File: src/pkg/pcs_codec_pkg.sv
// constants, types and code-group table for the 100 Mb/s line codec
// Summary of operation
// - transmit scrambled serial bits are NRZI encoded before MLT-3 conversion.
// - NRZI ones alternate between two binary driver streams.
// - at 100 Mb/s only MLT-3 symbols leave the line driver; no binary mode.
// - signal detect stays low while only 10M link pulses or FLPs arrive.
// - received three-level MLT-3 levels are turned into an NRZI bit stream.
// - NRZI bits are decoded to NRZ and fed to the descrambler.
// - received bits are grouped into 5-bit symbols for the receive PCS.
// - descrambler regenerates the key stream and XORs it with received bits.
// - lock after 12 consecutive idle groups (11111), then emit unaligned groups.
// - 722 us hold timer restarts whenever 58 idle bit times are seen.
// - hold timer expiry drops lock, resets descrambler and restarts acquisition.
// - aligner input is descrambler output, or NRZ decoder output when bypassed.
// - start pair 11000 10001 fixes the 5-bit symbol boundary.
// - start pair after idle is replaced by preamble nibbles 0101 0101.
// - after start, every code-group is table-translated to a nibble.
// - decoding stops on the end pair or two idle code-groups.
// - key stream comes from an 11-bit LFSR, fed from received bits while hunting and closed-loop once locked.
// - control code-groups inside data decode as invalid with receive error.
// - bad start pair gives RX_ER and nibble 1110 until two idles.
package pcs_codec_pkg;
  localparam int CLK_PERIOD_PS = 8000;
  localparam int HOLD_TIME_US = 722;
  localparam int HOLD_CYC = (HOLD_TIME_US * 1000000) / CLK_PERIOD_PS;
  localparam int SD_QUAL_NS = 800;
  localparam int SD_QUAL_CYC = (SD_QUAL_NS * 1000 + CLK_PERIOD_PS - 1) / CLK_PERIOD_PS;
  localparam int SD_GAP_NS = 160;
  localparam int SD_GAP_CYC = (SD_GAP_NS * 1000) / CLK_PERIOD_PS;
  localparam int SYM_BITS = 5;
  localparam int PAIR_BITS = 2 * SYM_BITS;
  localparam int IDLE_SYNC_GROUPS = 12;
  localparam int IDLE_SYNC_BITS = IDLE_SYNC_GROUPS * SYM_BITS;
  localparam int IDLE_HOLD_BITS = 58;
  localparam int LFSR_LEN = 11;
  localparam int LFSR_TAP_A = 10;
  localparam int LFSR_TAP_B = 8;
  localparam logic [4:0] CG_IDLE = 5'h1f;
  localparam logic [4:0] CG_J = 5'h18;
  localparam logic [4:0] CG_K = 5'h11;
  localparam logic [4:0] CG_T = 5'h0d;
  localparam logic [4:0] CG_R = 5'h07;
  localparam logic [9:0] JK_PAIR = {CG_J, CG_K};
  localparam logic [3:0] NIB_PREAMBLE = 4'h5;
  localparam logic [3:0] NIB_BAD_SSD = 4'he;
  localparam logic [3:0] NIB_INVALID = 4'h0;
  localparam logic [1:0] MLT_ZERO_UP = 2'h0;
  localparam logic [1:0] MLT_POS = 2'h1;
  localparam logic [1:0] MLT_ZERO_DN = 2'h2;
  localparam logic [1:0] MLT_NEG = 2'h3;

  typedef enum logic [1:0] {RX_IDLE, RX_PACKET, RX_BAD_SSD} rx_state_t;

  // returns {is_data, nibble}
  function automatic logic [4:0] cg_decode(input logic [4:0] cg);
    logic [4:0] r;
    r = {1'b0, NIB_INVALID};
    case (cg)
      5'h1e: r = {1'b1, 4'h0};
      5'h09: r = {1'b1, 4'h1};
      5'h14: r = {1'b1, 4'h2};
      5'h15: r = {1'b1, 4'h3};
      5'h0a: r = {1'b1, 4'h4};
      5'h0b: r = {1'b1, 4'h5};
      5'h0e: r = {1'b1, 4'h6};
      5'h0f: r = {1'b1, 4'h7};
      5'h12: r = {1'b1, 4'h8};
      5'h13: r = {1'b1, 4'h9};
      5'h16: r = {1'b1, 4'ha};
      5'h17: r = {1'b1, 4'hb};
      5'h1a: r = {1'b1, 4'hc};
      5'h1b: r = {1'b1, 4'hd};
      5'h1c: r = {1'b1, 4'he};
      5'h1d: r = {1'b1, 4'hf};
      default: r = {1'b0, NIB_INVALID};
    endcase
    return r;
  endfunction : cg_decode
endpackage : pcs_codec_pkg

File: src/pkg/scr_link_if.sv
// link between the receive core and the descrambler
`timescale 1ns/1ps
interface scr_link_if;
  logic scr_bit;
  logic restart;
  logic plain_bit;
  logic locked;
  modport desc (input scr_bit, input restart, output plain_bit, output locked);
  modport core (output scr_bit, output restart, input plain_bit, input locked);
endinterface : scr_link_if

File: src/hw/tx_mlt3_encoder.sv
// transmit NRZI encoder and two-stream MLT-3 splitter
`timescale 1ns/1ps
module tx_mlt3_encoder
  import pcs_codec_pkg::*;
(
  input wire logic clk,
  input wire logic nrst,
  input wire logic scr_bit,
  output logic pos,
  output logic neg
);
  logic nrzi_reg;
  logic nrzi_next;
  logic step;
  logic [1:0] phase_reg;
  logic [1:0] phase_next;
  logic pos_reg;
  logic neg_reg;

  assign nrzi_next = nrzi_reg ^ scr_bit;
  assign step = nrzi_next ^ nrzi_reg;
  assign phase_next = step ? phase_reg + 2'h1 : phase_reg;

  // no binary path exists, the driver only ever sees these two streams
  always_ff @(posedge clk) begin
    if (!nrst) begin
      nrzi_reg <= 1'b0;
      phase_reg <= MLT_ZERO_UP;
      pos_reg <= 1'b0;
      neg_reg <= 1'b0;
    end else begin
      nrzi_reg <= nrzi_next;
      phase_reg <= phase_next;
      pos_reg <= (phase_next == MLT_POS);
      neg_reg <= (phase_next == MLT_NEG);
    end
  end

  assign pos = pos_reg;
  assign neg = neg_reg;
endmodule : tx_mlt3_encoder

File: src/hw/rx_descrambler.sv
// receive descrambler with idle lock and hold timer
`timescale 1ns/1ps
module rx_descrambler
  import pcs_codec_pkg::*;
#(
  parameter int HOLD_CYCLES = HOLD_CYC
) (
  input wire logic clk,
  input wire logic nrst,
  scr_link_if.desc link
);
  localparam int HW = $clog2(HOLD_CYCLES + 1);
  logic [LFSR_LEN-1:0] lfsr_reg;
  logic [LFSR_LEN-1:0] lfsr_next;
  logic key;
  logic match;
  logic plain_now;
  logic [5:0] match_cnt_reg;
  logic [5:0] idle_run_reg;
  logic [HW-1:0] hold_reg;
  logic locked_reg;
  logic plain_reg;
  logic acquired;
  logic refresh;
  logic expired;

  assign key = lfsr_reg[LFSR_TAP_A] ^ lfsr_reg[LFSR_TAP_B];
  // while hunting the plain data is taken as idle ones, so the key is ~scr
  assign lfsr_next = locked_reg ? {lfsr_reg[LFSR_LEN-2:0], key}
                                : {lfsr_reg[LFSR_LEN-2:0], ~link.scr_bit};
  assign plain_now = link.scr_bit ^ key;
  assign match = plain_now;
  assign acquired = !locked_reg && match && (match_cnt_reg == 6'(IDLE_SYNC_BITS - 1));
  assign refresh = plain_now && (idle_run_reg == 6'(IDLE_HOLD_BITS - 1));
  assign expired = locked_reg && (hold_reg == '0) && !refresh;

  always_ff @(posedge clk) begin
    if (!nrst || link.restart || expired) begin
      lfsr_reg <= '0;
      match_cnt_reg <= '0;
      idle_run_reg <= '0;
      hold_reg <= '0;
      locked_reg <= 1'b0;
      plain_reg <= 1'b0;
    end else begin
      lfsr_reg <= lfsr_next;
      match_cnt_reg <= match ? match_cnt_reg + 6'h1 : 6'h0;
      idle_run_reg <= (plain_now && !refresh) ? idle_run_reg + 6'h1 : 6'h0;
      plain_reg <= plain_now;
      if (acquired || (locked_reg && refresh)) begin
        hold_reg <= HW'(HOLD_CYCLES - 1);
      end else if (locked_reg) begin
        hold_reg <= hold_reg - HW'(1);
      end
      if (acquired) begin
        locked_reg <= 1'b1;
      end
    end
  end

  assign link.plain_bit = plain_reg;
  assign link.locked = locked_reg;
endmodule : rx_descrambler

File: src/hw/line_codec_top.sv
// 100 Mb/s line codec: tx MLT-3 path and rx decode, align, 5B/4B
`timescale 1ns/1ps
module line_codec_top
  import pcs_codec_pkg::*;
#(
  parameter int HOLD_CYCLES = HOLD_CYC
) (
  input wire logic CLK_SYS,
  input wire logic NRST,
  input wire logic TX_SCR_BIT,
  output logic TX_LINE_POS,
  output logic TX_LINE_NEG,
  input wire logic RX_LVL_POS,
  input wire logic RX_LVL_NEG,
  input wire logic RX_LINK_PULSE,
  input wire logic SCR_BYPASS,
  output logic SIGNAL_DETECT,
  output logic DESCR_LOCKED,
  output logic [4:0] RX_SYMBOL,
  output logic RX_SYMBOL_VALID,
  output logic RX_ALIGNED,
  output logic [3:0] RXD,
  output logic RX_NIB_VALID,
  output logic RX_DV,
  output logic RX_ER,
  output logic CRS
);
  localparam int QW = $clog2(SD_QUAL_CYC + 1);
  localparam int GW = $clog2(SD_GAP_CYC + 1);

  // ---------------- transmit ----------------
  tx_mlt3_encoder u_tx (
    .clk(CLK_SYS),
    .nrst(NRST),
    .scr_bit(TX_SCR_BIT),
    .pos(TX_LINE_POS),
    .neg(TX_LINE_NEG)
  );

  // ---------------- MLT-3 to NRZI to NRZ ----------------
  logic [1:0] lvl_reg;
  logic [1:0] lvl_now;
  logic lvl_change;
  logic nrzi_reg;
  logic nrzi_prev_reg;
  logic nrz_reg;

  assign lvl_now = {RX_LVL_POS, RX_LVL_NEG};
  // any level change on the line is one NRZI transition
  assign lvl_change = (lvl_now != lvl_reg);

  always_ff @(posedge CLK_SYS) begin
    if (!NRST) begin
      lvl_reg <= 2'h0;
      nrzi_reg <= 1'b0;
      nrzi_prev_reg <= 1'b0;
      nrz_reg <= 1'b0;
    end else begin
      lvl_reg <= lvl_now;
      nrzi_reg <= nrzi_reg ^ lvl_change;
      nrzi_prev_reg <= nrzi_reg;
      nrz_reg <= nrzi_reg ^ nrzi_prev_reg;
    end
  end

  // ---------------- signal detect ----------------
  // a 100 ns link pulse or a sparse FLP burst can never keep transitions
  // coming for the whole qualification time, so those never qualify
  logic [GW-1:0] gap_reg;
  logic [QW-1:0] qual_reg;
  logic sd_reg;
  logic gap_ok;
  logic qual_done;

  assign gap_ok = (gap_reg < GW'(SD_GAP_CYC)) && !RX_LINK_PULSE;
  assign qual_done = (qual_reg == QW'(SD_QUAL_CYC));

  always_ff @(posedge CLK_SYS) begin
    if (!NRST) begin
      gap_reg <= '0;
      qual_reg <= '0;
      sd_reg <= 1'b0;
    end else begin
      if (lvl_change) begin
        gap_reg <= '0;
      end else if (gap_reg != GW'(SD_GAP_CYC)) begin
        gap_reg <= gap_reg + GW'(1);
      end
      if (!gap_ok) begin
        qual_reg <= '0;
      end else if (!qual_done) begin
        qual_reg <= qual_reg + QW'(1);
      end
      sd_reg <= gap_ok && (qual_done || sd_reg);
    end
  end

  // ---------------- descrambler ----------------
  scr_link_if scr_link ();

  assign scr_link.scr_bit = nrz_reg;
  assign scr_link.restart = !sd_reg;

  rx_descrambler #(
    .HOLD_CYCLES(HOLD_CYCLES)
  ) u_desc (
    .clk(CLK_SYS),
    .nrst(NRST),
    .link(scr_link)
  );

  // ---------------- stream select ----------------
  logic stream_bit;
  logic stream_ok;

  assign stream_bit = SCR_BYPASS ? nrz_reg : scr_link.plain_bit;
  assign stream_ok = sd_reg && (SCR_BYPASS || scr_link.locked);

  // ---------------- serial to parallel and alignment ----------------
  logic [PAIR_BITS-1:0] win_reg;
  logic [PAIR_BITS-1:0] win_next;
  logic [2:0] phase_reg;
  logic jk_hit;
  logic sym_strobe;
  logic [4:0] cur_sym;
  logic aligned_reg;
  logic [4:0] sym_reg;
  logic sym_valid_reg;

  // first received bit ends up as the msb of a code-group
  assign win_next = {win_reg[PAIR_BITS-2:0], stream_bit};
  assign jk_hit = stream_ok && (win_next == JK_PAIR);
  assign sym_strobe = stream_ok && (jk_hit || (phase_reg == 3'(SYM_BITS - 1)));
  assign cur_sym = win_next[SYM_BITS-1:0];

  always_ff @(posedge CLK_SYS) begin
    if (!NRST) begin
      win_reg <= '0;
      phase_reg <= '0;
      aligned_reg <= 1'b0;
      sym_reg <= '0;
      sym_valid_reg <= 1'b0;
    end else begin
      win_reg <= win_next;
      phase_reg <= (sym_strobe || !stream_ok) ? 3'h0 : phase_reg + 3'h1;
      aligned_reg <= stream_ok && (aligned_reg || jk_hit);
      sym_valid_reg <= sym_strobe;
      if (sym_strobe) begin
        sym_reg <= cur_sym;
      end
    end
  end

  // ---------------- idle tracking ----------------
  // ones_reg saturates at a full pair: two idle groups in a row
  logic [3:0] ones_reg;
  logic [3:0] ones_next;
  logic line_idle;
  logic [3:0] brk_reg;
  logic armed_reg;
  logic brk_over;

  assign ones_next = !stream_bit ? 4'h0 :
                     (ones_reg == 4'(PAIR_BITS)) ? ones_reg : ones_reg + 4'h1;
  assign line_idle = (ones_reg == 4'(PAIR_BITS));
  assign brk_over = armed_reg && (brk_reg == 4'(PAIR_BITS));

  // ---------------- code-group decoder ----------------
  rx_state_t state_reg;
  rx_state_t state_next;
  logic [4:0] last_sym_reg;
  logic [4:0] dec;
  logic end_pair;
  logic end_idle;
  logic start_ok;
  logic [3:0] held_nib_reg;
  logic held_err_reg;
  logic [3:0] rxd_reg;
  logic rx_dv_reg;
  logic rx_er_reg;
  logic nib_valid_reg;

  assign dec = cg_decode(cur_sym);
  assign end_pair = (last_sym_reg == CG_T) && (cur_sym == CG_R);
  assign end_idle = (last_sym_reg == CG_IDLE) && (cur_sym == CG_IDLE);
  assign start_ok = jk_hit && armed_reg;

  always_comb begin
    state_next = state_reg;
    case (state_reg)
      RX_IDLE: begin
        if (start_ok) begin
          state_next = RX_PACKET;
        end else if (brk_over) begin
          state_next = RX_BAD_SSD;
        end
      end
      RX_PACKET: begin
        if (sym_strobe && (end_pair || end_idle)) begin
          state_next = RX_IDLE;
        end
      end
      RX_BAD_SSD: begin
        if (line_idle) begin
          state_next = RX_IDLE;
        end
      end
      default: state_next = RX_IDLE;
    endcase
    if (!stream_ok) begin
      state_next = RX_IDLE;
    end
  end

  always_ff @(posedge CLK_SYS) begin
    if (!NRST) begin
      ones_reg <= '0;
      brk_reg <= '0;
      armed_reg <= 1'b0;
    end else begin
      ones_reg <= stream_ok ? ones_next : 4'h0;
      if (ones_next == 4'(PAIR_BITS)) begin
        brk_reg <= '0;
      end else if (brk_reg != 4'(PAIR_BITS)) begin
        brk_reg <= brk_reg + 4'h1;
      end
      if (!stream_ok || state_reg != RX_IDLE || brk_over) begin
        armed_reg <= 1'b0;
      end else if (ones_next == 4'(PAIR_BITS)) begin
        armed_reg <= 1'b1;
      end
    end
  end

  // nibbles leave one symbol late so the K slot can still carry preamble
  always_ff @(posedge CLK_SYS) begin
    if (!NRST) begin
      state_reg <= RX_IDLE;
      last_sym_reg <= '0;
      held_nib_reg <= '0;
      held_err_reg <= 1'b0;
      rxd_reg <= '0;
      rx_dv_reg <= 1'b0;
      rx_er_reg <= 1'b0;
      nib_valid_reg <= 1'b0;
    end else begin
      state_reg <= state_next;
      nib_valid_reg <= sym_strobe;
      if (sym_strobe) begin
        last_sym_reg <= cur_sym;
      end
      if (state_next == RX_IDLE) begin
        rx_dv_reg <= 1'b0;
        rx_er_reg <= 1'b0;
      end else if (state_reg == RX_IDLE && state_next == RX_PACKET) begin
        rxd_reg <= NIB_PREAMBLE;
        held_nib_reg <= NIB_PREAMBLE;
        held_err_reg <= 1'b0;
        rx_dv_reg <= 1'b1;
        rx_er_reg <= 1'b0;
      end else if (state_next == RX_BAD_SSD) begin
        if (sym_strobe || state_reg == RX_IDLE) begin
          rxd_reg <= NIB_BAD_SSD;
          rx_er_reg <= 1'b1;
          rx_dv_reg <= 1'b0;
        end
      end else if (sym_strobe) begin
        rxd_reg <= held_nib_reg;
        rx_er_reg <= held_err_reg;
        rx_dv_reg <= 1'b1;
        held_nib_reg <= dec[3:0];
        held_err_reg <= !dec[4];
      end
    end
  end

  // ---------------- outputs ----------------
  assign SIGNAL_DETECT = sd_reg;
  assign DESCR_LOCKED = scr_link.locked;
  assign RX_SYMBOL = sym_reg;
  assign RX_SYMBOL_VALID = sym_valid_reg;
  assign RX_ALIGNED = aligned_reg;
  assign RXD = rxd_reg;
  assign RX_NIB_VALID = nib_valid_reg;
  assign RX_DV = rx_dv_reg;
  assign RX_ER = rx_er_reg;
  assign CRS = (state_reg != RX_IDLE);
endmodule : line_codec_top

File: config.mk
export PLATFORM = sky130hd
export DESIGN_NAME = line_codec_top
export DESIGN_NICKNAME = d
export VERILOG_FILES = /design/src/pkg/pcs_codec_pkg.sv /design/src/pkg/scr_link_if.sv /design/src/hw/tx_mlt3_encoder.sv /design/src/hw/rx_descrambler.sv /design/src/hw/line_codec_top.sv
export SDC_FILE = /design/constraint.sdc
export NUM_CORES = 1
export LEC_CHECK = 0
export BUFFER_PORTS_ARGS = -buffer_cell sky130_fd_sc_hd__buf_2
export CAP_MARGIN = 30
export CORE_MARGIN = 2
export CORE_UTILIZATION = 45
export CTS_CLUSTER_SIZE = 25
export DETAILED_ROUTE_END_ITERATION = 6
export HOLD_SLACK_MARGIN = 0.05
export PLACE_DENSITY = 0.74
export REMOVE_ABC_BUFFERS = 1
export SLEW_MARGIN = 20
export SYNTH_ARGS = -nofsm -noshare
export SYNTH_HDL_FRONTEND = slang
export SYNTH_HIERARCHICAL = 1
export SYNTH_SLANG_ARGS = --single-unit
File: constraint.sdc
create_clock -name CLK_SYS -period 3.68 [get_ports CLK_SYS]
set_input_delay 0.368 -clock CLK_SYS [delete_from_list [all_inputs] [get_ports CLK_SYS]]
set_output_delay 0.368 -clock CLK_SYS [all_outputs]
set_load 0.05 [all_outputs]
Word-level counts from Yosys, hierarchy flattened
Memories as Yosys holds them, arrays and structs flattened. Cells that the tools add are included. W data, S select, Z words.

Memories: 1. Word-level logic and storage cells: 169. Bits in registers: 106. Output and inout bits: 19. Bits of input ports: 7. Bits in read-only memories: 160.

Memory list: (name not given) (words 32, width 5, read ports 1, clocked after Yosys merged registers in 0, write ports 0, line pcs_codec_pkg.sv:58) `case (cg)`.

Equal/unequal tests: 24. Reduce and logical (&&, ||, !) cells: 61. Bitwise logic cells: 11. Add/sub/neg operators: 9. Magnitude comparators: 1. Muxes and demuxes: 30.

Operators by type and width (count): $mux W4 (9); $mux W17 (2); $logic_and A1 B1 Y1 (19); $logic_not A17 Y1 (1); $sub A17 B1 Y17 const B (1); $reduce_or A2 Y1 (8); $add A6 B1 Y6 const B (2); $eq A4 B4 Y1 const B (3); $eq A6 B6 Y1 const B (2); $logic_or A1 B1 Y1 (12); $mux W1 (12); $mux W2 (6); $eq A10 B10 Y1 const B (1); $eq A5 B5 Y1 const B (2); $add A4 B1 Y4 const B (2); $reduce_and A2 Y1 (4); $reduce_bool A2 Y1 (4); $add A7 B1 Y7 const B (1); $eq A7 B7 Y1 const B (1); $logic_not A1 Y1 (7); $eq A2 B1 Y1 const B (3); $eq A2 B2 Y1 const B (3); $pmux W2 S3 (1); $reduce_and A3 Y1 (2); 18 further kinds (28).

Longest topological paths before layout
Word-level depth: 13. Gate-level depth with buffers: 9. Depth with buffers taken out: 8.

Cells and area by module
The synthesis kept the hierarchy.

By module, submodules not included: line_codec_top (cells an instance 295, instances 1, area an instance 2713.9 sq um, sequential area each 1181.1 sq um); rx_descrambler (cells an instance 174, instances 1, area an instance 1747.9 sq um, sequential area each 840.8 sq um); tx_mlt3_encoder (cells an instance 12, instances 1, area an instance 126.4 sq um, sequential area each 80.1 sq um).

Worst setup path after synthesis
No wires, ideal clock.

Path kind: register to register. Start point: register win_reg[0]. End point: register held_nib_reg[2]. Arrival: 2117 ps. Setup slack: 1447 ps. Required time: 3564 ps. Cell stages (with the launch flop): 9. Buffers on the path: 2. Period minus slack after synthesis: 2233 ps. Library setup time: 116 ps. Cell sequence: dfxtp_1 > buf_2 > or3b_2 > nor4_4 > o21a_2 > o221ai_2 > buf_6 > a211o_2 > and3_1.

Longest elaborated chain between the ends: 12. Elaborated cells on any way between the ends: 27. Those cells by class: 6 x eq/ne; 7 x mux; 1 x bitwise; 12 x reduce/logical; 1 x memory.

RTL lines: start: declaration (line line_codec_top.sv:120) `logic [PAIR_BITS-1:0] win_reg;`; start signal: assignment (line line_codec_top.sv:144) `win_reg <= win_next;`; $eq A10 B10 Y1 (line line_codec_top.sv:132) `assign jk_hit = stream_ok && (win_next == JK_PAIR);`; $logic_and A1 B1 Y1 (line line_codec_top.sv:132); $logic_or A1 B1 Y1 (line line_codec_top.sv:133) `assign sym_strobe = stream_ok && (jk_hit || (phase_reg == 3'(SYM_BITS - 1)));`; $logic_and A1 B1 Y1 (line line_codec_top.sv:133); $logic_and A1 B1 Y1 (line line_codec_top.sv:199) `if (sym_strobe && (end_pair || end_idle)) begin`; $mux W2 (line line_codec_top.sv:199); $pmux W2 S3 (line line_codec_top.sv:190) `case (state_reg)`; $mux W2 (line line_codec_top.sv:210) `if (!stream_ok) begin`; $eq A2 B1 Y1 (line line_codec_top.sv:255) `end else if (state_reg == RX_IDLE && state_next == RX_PACKET) begin`; $logic_and A1 B1 Y1 (line line_codec_top.sv:255); $ne A2 B2 Y1 (no source line) / $reduce_bool A2 Y1 (equally long branches); $reduce_and A3 Y1 (no source line); end signal: assignment (line line_codec_top.sv:271) `held_nib_reg <= dec[3:0];`; end: declaration (line line_codec_top.sv:176) `logic [3:0] held_nib_reg;`.

Parallel ways exist; a longest one is shown, timed or not. The select of a mux whose other input is x is not followed. A chain may end at the register's enable or synchronous reset.

Worst setup path in the final report
Start point: register win_reg[3]. End point: register held_err_reg.

Longest elaborated chain between the ends: 12. Elaborated cells on any way between the ends: 28. Those cells by class: 6 x eq/ne; 7 x mux; 1 x bitwise; 13 x reduce/logical; 1 x memory.

RTL lines: $eq A10 B10 Y1 (line line_codec_top.sv:132); $logic_and A1 B1 Y1 (line line_codec_top.sv:132); $logic_or A1 B1 Y1 (line line_codec_top.sv:133); $logic_and A1 B1 Y1 (line line_codec_top.sv:133); $logic_and A1 B1 Y1 (line line_codec_top.sv:199); $mux W2 (line line_codec_top.sv:199); $pmux W2 S3 (line line_codec_top.sv:190); $mux W2 (line line_codec_top.sv:210); $eq A2 B1 Y1 (line line_codec_top.sv:255); $logic_and A1 B1 Y1 (line line_codec_top.sv:255); $ne A2 B2 Y1 (no source line) / $reduce_bool A2 Y1 (equally long branches); $reduce_and A3 Y1 (no source line); end signal: assignment (line line_codec_top.sv:272) `held_err_reg <= !dec[4];`; end: declaration (line line_codec_top.sv:177) `logic held_err_reg;`.

Parallel ways exist; a longest one is shown, timed or not. The select of a mux whose other input is x is not followed.

==> flow_metrics.tcl <==
set metrics [dict create \
    final.setup.tns_ps 0 \
    stdcell_count 643 \
    htreeDepth 3 \
    setup_viol 0 \
    num-fill-cells 939 \
    final_cell_mix "dfxtp_1 (105), nor2_1 (68), nand2_1 (31)" \
    timing.fmax_mhz 374 \
    synthCells 481 \
    clkTransAtPathRegs_ps 90 \
    grt_pass1_vias 3305 \
    vias 3318 \
    layout_min_cycle_time_ps 2680 \
    drcViolationCount 0 \
    grt_usage 0.158 \
    clk_latency_ps 380 \
    dieWidth_um 105 \
    io_buffers 25 \
    cts_buffer_depth 2 \
    antenna_found_initial 0 \
    final-max-slew-violation-count 0 \
    synth_warnings 6 \
    yosysTopAreaCellShare 0.458 \
    grt_overflow 0 \
    maxSlewHeadroom 0.503 \
    hold_buffers 0 \
    start_kind "flip-flop" \
    wl_per_cell_um 13.0 \
    syn_avg_cell_area_um2 9.54 \
    numCtsBuffers 9 \
    synth_top_cell_by_area "dfxtp_1" \
    max_stage_delay_ps 610 \
    layout_commonest_cell "dfxtp_1" \
    synth-main-ff-cell "dfxtp_1" \
    max_cap_violations 0 \
    io_pins 26 \
    drive_gt1_frac 0.155 \
    rows 36 \
    root_buffer "clkbuf_8" \
    final_antenna_net_count 0 \
    finalPower_mw 2.07 \
    cp_data_required_time_ps 3990 \
    grt_pass1_wl_mm 14.4 \
    cts_resized 0 \
    routed_wl_mm 8.39 \
    die_y_um 105 \
    dr.pass1.iters 4 \
    ys_seq_area_frac 0.458 \
    hold_path.class "in -> reg" \
    grt_max_degree 42 \
    via_per_inst 5.16 \
    outcome "finished, final reports clean" \
    cts_tree "done" \
    largest_reg_flops 17 \
    place_hpwl_mm 5.84 \
    cp_slowest_cell "dfxtp_1" \
    antenna_cells 0 \
    dp_cells 628 \
    place_congestion 0.887 \
    vdd_drop_max_uv 345 \
    final_hold_viol_count 0 \
    core_um2 9820 \
    hold_ws_ps 224 \
    p_leak_nw 1.92 \
    tightest_slew_ps 735 \
    ys_ff_latch 105 \
    cp_data_arrival_time_ps 2990 \
    cts_sinks 105 \
    cts_setup_buffers 0 \
    syn_to_final_growth_pct 10.0 \
    end_kind "flip-flop" \
    final_nets 530 \
    fin_crit_sh 0.727 \
    critPathKind "reg -> reg" \
    die_area_um2 11000 \
    synth_area_um2 4590 \
    initial_utilization 0.467 \
    synthTopCellsByArea "dfxtp_1 (46%), nor2_1 (5.6%), xnor2_1 (5.0%)" \
    async_flop_share 0 \
    synth_edf_count 0 \
    clock_skew_ps 7.38 \
    drt_iter0_drc 132 \
    worstPathCellList "nand2b_1, nor4_4, o21a_2, o221ai_2, or4b_1, a21boi_1" \
    ys_types 70 \
    rsz0062_at_grt "no" \
    powerDensity_nw_per_um2 410 \
    cp_max_fo 15 \
]
metal layers:
metal,up-vias,routed length [um],GRT usage
li1,1688,-,-
met1,1564,4000,0.195
met2,54,3990,0.261
met3,12,261,0.0287
met4,0,133,0.0848
met5,-,0,0
final cells by class:
class | count | area, um^2 | share of cell area
multi-input combinational | 341 | 2320 | 0.460
sequential | 105 | 2100 | 0.416
tap | 133 | 166 | 0.0330
timing repair buffer | 28 | 145 | 0.0287
clock buffer | 9 | 124 | 0.0245
clock inverter | 6 | 108 | 0.0213
inverter | 21 | 78.8 | 0.0156
power breakdown:
group / switching [mW] / internal (mW) / leakage (nW) / total, mW
sequential: 0.0134 / 1.15 / 0.849 / 1.16
combinational: 0.0392 / 0.0314 / 0.957 / 0.0706
clock: 0.387 / 0.446 / 0.115 / 0.833
critical path: cells and delay by family, from the launching register on:
kind,cells,cell delay (ps)
DFF,1,610
and+or+nand+nor,3,1190
AOI/OAI and AO/OA,3,810
kinds of logic (layout without fill, tap and decap cells):
logic type,Yosys count,count (layout),share of synthesized area
AO/OA/AOI/OAI,62,62,0.101
XOR/XNOR,44,44,0.0873
adder cells (fa/ha/maj),17,17,0.0464
buffers and inverters,35,64,0.0352
flip-flops,105,105,0.458
multiplexers,8,8,0.0177
AND/OR/NAND/NOR,210,210,0.255
cells in the mapped netlist, types with 5 or more instances:
cell type / n
nor3b_1: 5
inv_1: 21
nor3_1: 9
nand3_1: 17
xnor2_1: 26
a21oi_1: 14
clkbuf_1: 7
o21ai_0: 9
xor2_1: 17
nand2_1: 31
ha_1: 17
and2_4: 10
nor4_1: 5
and2_1: 17
dfxtp_1: 105
nor2b_1: 6
mux2i_1: 7
nor2_1: 68
per-stage QoR:
stage	cell area, um^2	util	setup WS [ps]
floorplan	4510	-	1260
global placement	4810	0.490	1110
detailed placement	4820	0.491	1020
CTS	5050	0.514	1000
global route	5050	0.514	794
finish	5050	0.514	1000
path summary, 6_finish.rpt:
| path | slack [ps] | endpoint | cells after the start | startpoint |
|---|---|---|---|---|
| max reg2reg | 1000 | held_err_reg$_SDFFE_PN0P_ | 6 | win_reg[3]$_SDFF_PN0_ |
| min | 220 | lvl_reg[0]$_SDFF_PN0_ | 2 | RX_LVL_NEG |
| min reg2reg | 450 | u_desc/match_cnt_reg[0]$_SDFF_PP0_ | 1 | u_desc/match_cnt_reg[0]$_SDFF_PP0_ |
| max | 1000 | held_err_reg$_SDFFE_PN0P_ | 6 | win_reg[3]$_SDFF_PN0_ |
Note: power is estimated with default switching activity, not from simulation.
